**src/verilog/psfm_pkg.sv**
```systemverilog
package psfm_pkg;

    // Clock rate
    localparam int unsigned CLK_HZ          = 40_000_000;
    localparam int unsigned CLK_PERIOD_PS   = 25_000;

    // Times in nanoseconds
    localparam int unsigned BST_ARM_NS      = 20_000;
    localparam int unsigned UV_RECOVER_NS   = 37_000;

    // Cycle counts derived from times (both rounded up, so each is a least time)
    localparam int unsigned BST_ARM_CYC     = (BST_ARM_NS * 1000 + CLK_PERIOD_PS - 1)
                                              / CLK_PERIOD_PS;
    localparam int unsigned UV_RECOVER_CYC  = (UV_RECOVER_NS * 1000 + CLK_PERIOD_PS - 1)
                                              / CLK_PERIOD_PS;
    localparam int unsigned CNT_W           = 11;

    // Three-state PWM input encoding
    typedef enum logic [1:0] {
        PSFM_PWM_LOW  = 2'b00,
        PSFM_PWM_HIGH = 2'b01,
        PSFM_PWM_TRI  = 2'b10
    } psfm_pwm_e;

    // Fault condition inputs, each high while the condition is present
    typedef struct packed {
        logic control_supply_undervoltage_lock;
        logic boost_undervoltage_lock;
        logic input_undervoltage_lock;
        logic over_temperature;
        logic switching_node_short;
        logic sourcing_current_limit;
        logic sinking_current_limit;
    } psfm_fault_in_s;

    // Gate drive outputs
    typedef struct packed {
        logic high_side_on;
        logic low_side_on;
    } psfm_drive_s;

    // Reset values
    localparam logic                 LATCH_RST = 1'b0;
    localparam logic [CNT_W-1:0]     CNT_RST   = 11'h000;

endpackage

```
**src/verilog/psfm_sync.sv**
```systemverilog
`timescale 1ns/1ps
module psfm_sync #(
    parameter int unsigned W = 8
) (
    // Clock and reset
    input  wire logic         clk_i,
    input  wire logic         rst_i,
    // Data
    input  wire logic [W-1:0] d_i,
    output logic      [W-1:0] q_o
);
    typedef struct packed {
        logic [W-1:0] s1;
        logic [W-1:0] s2;
    } psfm_sync_s;

    psfm_sync_s st_q;
    psfm_sync_s st_d;

    always_comb begin
        st_d    = st_q;
        st_d.s1 = d_i;
        st_d.s2 = st_q.s1;
    end

    always_ff @(posedge clk_i) begin
        if (rst_i) begin
            st_q <= '0;
        end else begin
            st_q <= st_d;
        end
    end

    assign q_o = st_q.s2;
endmodule // psfm_sync

```
**src/verilog/psfm_fault_mgr.sv**
```systemverilog
`timescale 1ns/1ps
module psfm_fault_mgr #(
    parameter int unsigned ARM_CYC     = psfm_pkg::BST_ARM_CYC,
    parameter int unsigned RECOVER_CYC = psfm_pkg::UV_RECOVER_CYC
) (
    // Clock and reset
    input  wire logic                     CORE_CLK_I,
    input  wire logic                     RST_I,
    // Controller side
    input  wire psfm_pkg::psfm_pwm_e      PWM_STATE_I,
    input  wire logic                     REGULATION_EN_I,
    // Analog comparator pins
    input  wire psfm_pkg::psfm_fault_in_s FAULT_IN_I,
    // Switch drive
    output psfm_pkg::psfm_drive_s         DRIVE_O,
    // Temperature and fault line, shutdown and latched status
    output logic                          TEMP_AND_FAULT_LINE_FORCE_LOW_O,
    output logic                          TEMP_AND_FAULT_LINE_ANALOG_EN_O,
    output logic                          SHUTDOWN_O,
    output logic                          LATCHED_O
);
    import psfm_pkg::*;

    localparam int unsigned IN_W = $bits(psfm_fault_in_s) + 3;

    typedef struct packed {
        logic             armed;
        logic [CNT_W-1:0] arm_cnt;
        logic             uv_hold;
        logic [CNT_W-1:0] rec_cnt;
        logic             latched;
        logic             hs_trunc;
        logic             ls_trunc;
        logic             prev_high;
        psfm_drive_s      drive;
        logic             line_low;
    } psfm_state_s;

    psfm_state_s    st_q;
    psfm_state_s    st_d;
    logic [IN_W-1:0] raw;
    logic [IN_W-1:0] syn;
    psfm_fault_in_s  flt;
    psfm_pwm_e       pwm;
    logic            reg_en;
    logic            uv_now;
    logic            shut;
    logic            switching;

    assign raw = {FAULT_IN_I, PWM_STATE_I, REGULATION_EN_I};

    psfm_sync #(
        .W (IN_W)
    ) u_sync (
        .clk_i (CORE_CLK_I),
        .rst_i (RST_I),
        .d_i   (raw),
        .q_o   (syn)
    );

    assign flt    = psfm_fault_in_s'(syn[IN_W-1:3]);
    assign pwm    = psfm_pwm_e'(syn[2:1]);
    assign reg_en = syn[0];

    always_comb begin
        st_d      = st_q;
        switching = st_q.drive.high_side_on | st_q.drive.low_side_on;
        // Arming of boost supervision after startup
        if (!st_q.armed && reg_en) begin
            if (st_q.arm_cnt >= CNT_W'(ARM_CYC - 1)) begin
                st_d.armed = 1'b1;
            end else begin
                st_d.arm_cnt = st_q.arm_cnt + 1'b1;
            end
        end
        uv_now = flt.control_supply_undervoltage_lock
               | (flt.boost_undervoltage_lock & st_q.armed)
               | flt.input_undervoltage_lock;
        // Non-latching undervoltage with recovery delay
        if (uv_now) begin
            st_d.uv_hold = 1'b1;
            st_d.rec_cnt = CNT_RST;
        end else if (st_q.uv_hold) begin
            if (st_q.rec_cnt >= CNT_W'(RECOVER_CYC - 1)) begin
                st_d.uv_hold = 1'b0;
                st_d.rec_cnt = CNT_RST;
            end else begin
                st_d.rec_cnt = st_q.rec_cnt + 1'b1;
            end
        end
        // Latching faults cleared only by reset (power cycle)
        if (flt.over_temperature || (flt.switching_node_short && switching)) begin
            st_d.latched = 1'b1;
        end
        shut = st_d.uv_hold | st_d.latched;
        // Cycle-by-cycle limits, rearmed at each new PWM period
        st_d.prev_high = (pwm == PSFM_PWM_HIGH);
        if (pwm == PSFM_PWM_HIGH && !st_q.prev_high) begin
            st_d.hs_trunc = 1'b0;
            st_d.ls_trunc = 1'b0;
        end
        if (flt.sourcing_current_limit && pwm == PSFM_PWM_HIGH) begin
            st_d.hs_trunc = 1'b1;
        end
        if (flt.sinking_current_limit && pwm == PSFM_PWM_LOW) begin
            st_d.ls_trunc = 1'b1;
        end
        // Drive decode of the three-state input
        case (pwm)
            PSFM_PWM_HIGH: begin
                st_d.drive.high_side_on = ~st_d.hs_trunc;
                st_d.drive.low_side_on  = st_d.hs_trunc;
            end
            PSFM_PWM_LOW: begin
                st_d.drive.high_side_on = 1'b0;
                st_d.drive.low_side_on  = ~st_d.ls_trunc;
            end
            PSFM_PWM_TRI: begin
                st_d.drive = '0;
            end
            default: begin
                st_d.drive = '0;
            end
        endcase
        if (shut) begin
            st_d.drive = '0;
        end
        st_d.line_low = shut;
    end

    always_ff @(posedge CORE_CLK_I) begin
        if (RST_I) begin
            st_q         <= '0;
            st_q.latched <= LATCH_RST;
            st_q.arm_cnt <= CNT_RST;
            st_q.rec_cnt <= CNT_RST;
        end else begin
            st_q <= st_d;
        end
    end

    assign DRIVE_O                         = st_q.drive;
    assign TEMP_AND_FAULT_LINE_FORCE_LOW_O = st_q.line_low;
    assign TEMP_AND_FAULT_LINE_ANALOG_EN_O = ~st_q.line_low;
    assign SHUTDOWN_O                      = st_q.line_low;
    assign LATCHED_O                       = st_q.latched;
endmodule // psfm_fault_mgr

```
**config.mk**
```make
export PLATFORM = sky130hd
export DESIGN_NAME = psfm_fault_mgr
export DESIGN_NICKNAME = d
export VERILOG_FILES = /design/src/verilog/psfm_pkg.sv /design/src/verilog/psfm_sync.sv /design/src/verilog/psfm_fault_mgr.sv
export SDC_FILE = /design/constraint.sdc
export NUM_CORES = 1
export LEC_CHECK = 0
export BUFFER_PORTS_ARGS = -buffer_cell sky130_fd_sc_hd__clkbuf_2
export CORE_AREA = 2 2 63 88
export CTS_CLUSTER_DIAMETER = 120
export DETAILED_ROUTE_END_ITERATION = 6
export DIE_AREA = 0 0 65 90
export GPL_TIMING_DRIVEN = 1
export SETUP_SLACK_MARGIN = 0.5
export SLEW_MARGIN = 20
export SYNTH_ARGS = -nofsm -noshare
export SYNTH_HDL_FRONTEND = slang
export SYNTH_SLANG_ARGS = --single-unit
```
**constraint.sdc**
```tcl
create_clock -name CORE_CLK_I -period 1.9 [get_ports CORE_CLK_I]
set_input_delay 0.19 -clock CORE_CLK_I [delete_from_list [all_inputs] [get_ports CORE_CLK_I]]
set_output_delay 0.19 -clock CORE_CLK_I [all_outputs]
set_load 0.1 [all_outputs]
```
==> qor.log <==
INFO  run_status     status=finished clean
INFO  finish         seq_cell_area=1051um2
INFO  critical_path  path_max_fanout=4
INFO  sta            achievable-frequency=629.6MHz
INFO  yosys          synth.yosys.warnings=0
INFO  finish         multiInputGateArea=1271um2
INFO  power          sw_frac_of_total=29.26%
INFO  yosys          yosys.cell_types.count=47
INFO  global_routing globalRouteOverflowTotal=0
INFO  finish         share_of_layout_cells_above_drive_strength_1=37.98%
INFO  place          dpl.hpwl=3191um
INFO  min_path       holdPathStages=2
INFO  yosys          post_synthesis_net_count=256
INFO  min_path       worstHoldEndpoint=u_sync.st_d[7]
INFO  floorplan      floorplan.initialDensity=43.29%
INFO  route          via_count=1844
INFO  power          internal_power=0.001513W
INFO  yosys          synthDominantAreaCellType=dfxtp_1
INFO  sta            setup-violations-final=0
INFO  critical_path  required=2120ps
INFO  yosys          post-synth-top-count-cell=dfxtp_1
INFO  route          first_iter_violations=87
INFO  critical_path  critPathArrivalTime=1810ps
INFO  clocking       clk-insertion-delay-late=310ps
INFO  floorplan      die_h=90um
INFO  route          viasPerCell=5.224
INFO  route          firstDrtPassIters=4
INFO  min_path       hold_path_class=in2reg
INFO  clocking       number_of_buffers_inserted_during_clock_tree_synthesis=5
INFO  clocking       htree_levels=2
INFO  power          netSwitchingPower=0.0006259W
INFO  sta            final.setup.tns=0ps
INFO  sta            worst_pin_slew=545.6ps
INFO  floorplan      placementRows=31
INFO  finish         layout.cell_area.non_filler=2877um2
INFO  job            total_of_max_cap_violations=0
INFO  place          globalplace.congestion=0.8744
INFO  yosys          postSynthRegisterBits=51
INFO  yosys          asr_flop_ratio_synth=0%
INFO  sta            count_of_final_max_slew_check_failures=0
INFO  critical_path  crit_type=reg2reg
INFO  yosys          synth_enable_flop_cells=0
INFO  finish         final_net_count=300
INFO  yosys          yosys-top-cells-area=dfxtp_1 (46%), nor2b_1 (7.1%), o21ai_0 (3.0%), nor2_1 (2.9%), a21oi_1 (2.7%)
INFO  route          antenna_violating_nets_post_route=0
INFO  clocking       root_buffer=clkbuf_8
INFO  critical_path  cp-end-kind=flop
INFO  route          per_cell_routed_wire_length=13.85um
INFO  place          numPlacedInstances=323
INFO  clocking       cts.sink_count=51
INFO  sta            minimum_period_implied_by_the_final_worst_setup_slack=1588ps
INFO  power          seqPwrFrac=53.9%
INFO  sta            layout_worst_path_cycle_share=83.59%
INFO  critical_path  timing.rr.end=st_q[7]
INFO  yosys          synth_area=2200um2
INFO  global_routing antenna_found_initial=0
INFO  route          drc_errors=0
INFO  critical_path  crit_path_start_kind=flop
INFO  sta            rsz0062_at_grt=true
INFO  floorplan      die-width=65um
INFO  sta            final.hold.worst_slack=79.79ps
INFO  place          numPortBuffers=17
INFO  power          worst_ir_drop_vdd=0.5575mV
INFO  floorplan      core_area=5081um2
INFO  finish         synthToLayoutAreaGrowth=30.77%
INFO  yosys          ys_dominant_reg_cell=dfxtp_1
INFO  finish         final-instance-count-excl-fill=353
INFO  sta            timing_hold_violations_final=0
INFO  yosys          synth.yosys.seq_area_share=46.42%
INFO  finish         antenna_cells_inserted=0
INFO  floorplan      floorplan.die_area=5850um2
INFO  power          share_clk_of_total_power=31.2%
INFO  critical_path  ff2ff_setup_slack=310ps
INFO  clocking       tritoncts=done
INFO  clocking       cts.path.max_buffers=2
INFO  global_routing groute.usage.overall=17.12%
INFO  min_path       timing.hold.worst.start=FAULT_IN_I[4]
INFO  yosys          yosysTopAreaCellShare=46.42%
INFO  global_routing grt_first_pass_wirelength=7941um
INFO  yosys          postSynthCellCount=242
INFO  yosys          postSynthAreaPerCell=9.089um2
INFO  critical_path  worst_r2r_startpoint=st_q[8]
INFO  place          placedInstanceArea=2430um2
INFO  power          powerDensity=743.6nW/um2
INFO  finish         layout.filler_cells=469
INFO  power          power_frac_comb=14.9%
INFO  sta            worst_clock_skew=2.996ps
INFO  sta            max_slew_margin=63.78%
INFO  floorplan      floorplan.io_pins=18
INFO  critical_path  worst_r2r_path_depth=6
INFO  global_routing grt_start_max_net_pins=26
INFO  yosys          post_synth_most_frequent_cells=dfxtp_1 (51), nor2b_1 (25), nor2_1 (17)
INFO  route          postRouteWirelength=4890um
INFO  power          power_leakage=1.098nW
INFO  global_routing first_global_vias=1816
INFO  clocking       worst_setup_hold_path_clk_slew=100ps
==> cells by family after synthesis <==
| group | count (synthesis) | share of synthesized area (%) |
|---|---|---|
| simple gates | 100 | 24.97 |
| compound gates | 62 | 20.48 |
| flops | 51 | 46.42 |
| buf+inv | 21 | 4.608 |
| xor+xnor | 6 | 2.389 |
| fa+ha+maj | 2 | 1.137 |
==> cells in the final DEF, fill, tap and decap left out, types with 3 or more instances in the layout <==
master,instances
nand2_1,15
a22oi_1,3
a21oi_1,10
dfxtp_4,5
clkbuf_8,5
nand4_1,6
dfxtp_2,9
a211oi_2,5
clkbuf_2,17
o21ai_0,9
xor2_1,5
inv_1,7
nand3_1,5
nor2b_1,25
nor4_1,5
buf_4,31
nor2_1,15
and2_1,3
dfxtp_1,37
and3_1,4
==> worst max path at each step <==
stage,from,end,slack (ps),depth (start not counted)
global placement,st_q[7],DRIVE_O[1],300,6
detailed placement,st_q[10],DRIVE_O[1],260,5
floorplan,st_q[12],DRIVE_O[1],290,5
CTS,st_q[8],st_q[13],310,6
global route,st_q[8],st_q[13],240,6
finish,st_q[8],st_q[7],310,6
==> power by group through the flow <==
stage	sequential [W]	combinational (W)	clock, W
global placement	0.00118	0.000270	0
CTS	0.00115	0.000312	0.000695
finish	0.00115	0.000319	0.000667
global route	0.00116	0.000346	0.000744
floorplan	0.00120	0.000183	0
detailed placement	0.00118	0.000272	0
==> metal layers <==
layer	up-vias	global-route usage [%]	wire, um
li1	959	-	-
met1	837	19.59	1979
met2	38	29.12	2628
met3	10	3.254	157
met4	0	9.574	125
met5	-	0	0
==> layout make-up <==
class | count | area share (%)
repair buffers | 50 | 11.83
well taps | 66 | 2.871
inverters | 8 | 1.174
multi-input cells | 170 | 44.19
flip-flops and latches | 51 | 36.54
clock inverters | 3 | 1.000
clock buffers | 5 | 2.392
==> timing repair <==
item,CTS,global route
setup endpoints to repair,22,21
buffers inserted,15,7
hold buffers,0,0
gates resized for setup,34,18
pin swaps,26,10
==> state kept, by name, indices dropped and copies added, names as in the netlist <==
signal and cells:
st_q 27, LATCHED_O 1, u_sync.q_o 10, DRIVE_O 2, SHUTDOWN_O 1, u_sync.st_d 10
==> stage by stage <==
stage,power [W],util (%),setup WS (ps)
6_report,0.002139,56.61,311.7
3_3_place_gp,0.001448,47.82,298.2
2_1_floorplan,0.001379,-,289.5
5_1_grt,0.002249,56.61,241.1
4_1_cts,0.002159,54.27,306.6
3_5_place_dp,0.001451,47.82,260.0
==> critical path, cell delays in order, from the launching register on <==
cell and delay [ps]:
dfxtp_4 380, ha_4 160, a21o_4 200, a2111oi_4 320, buf_4 210, nor3_2 50
a211oi_1 190
Power figures use the tool's default switching activity.
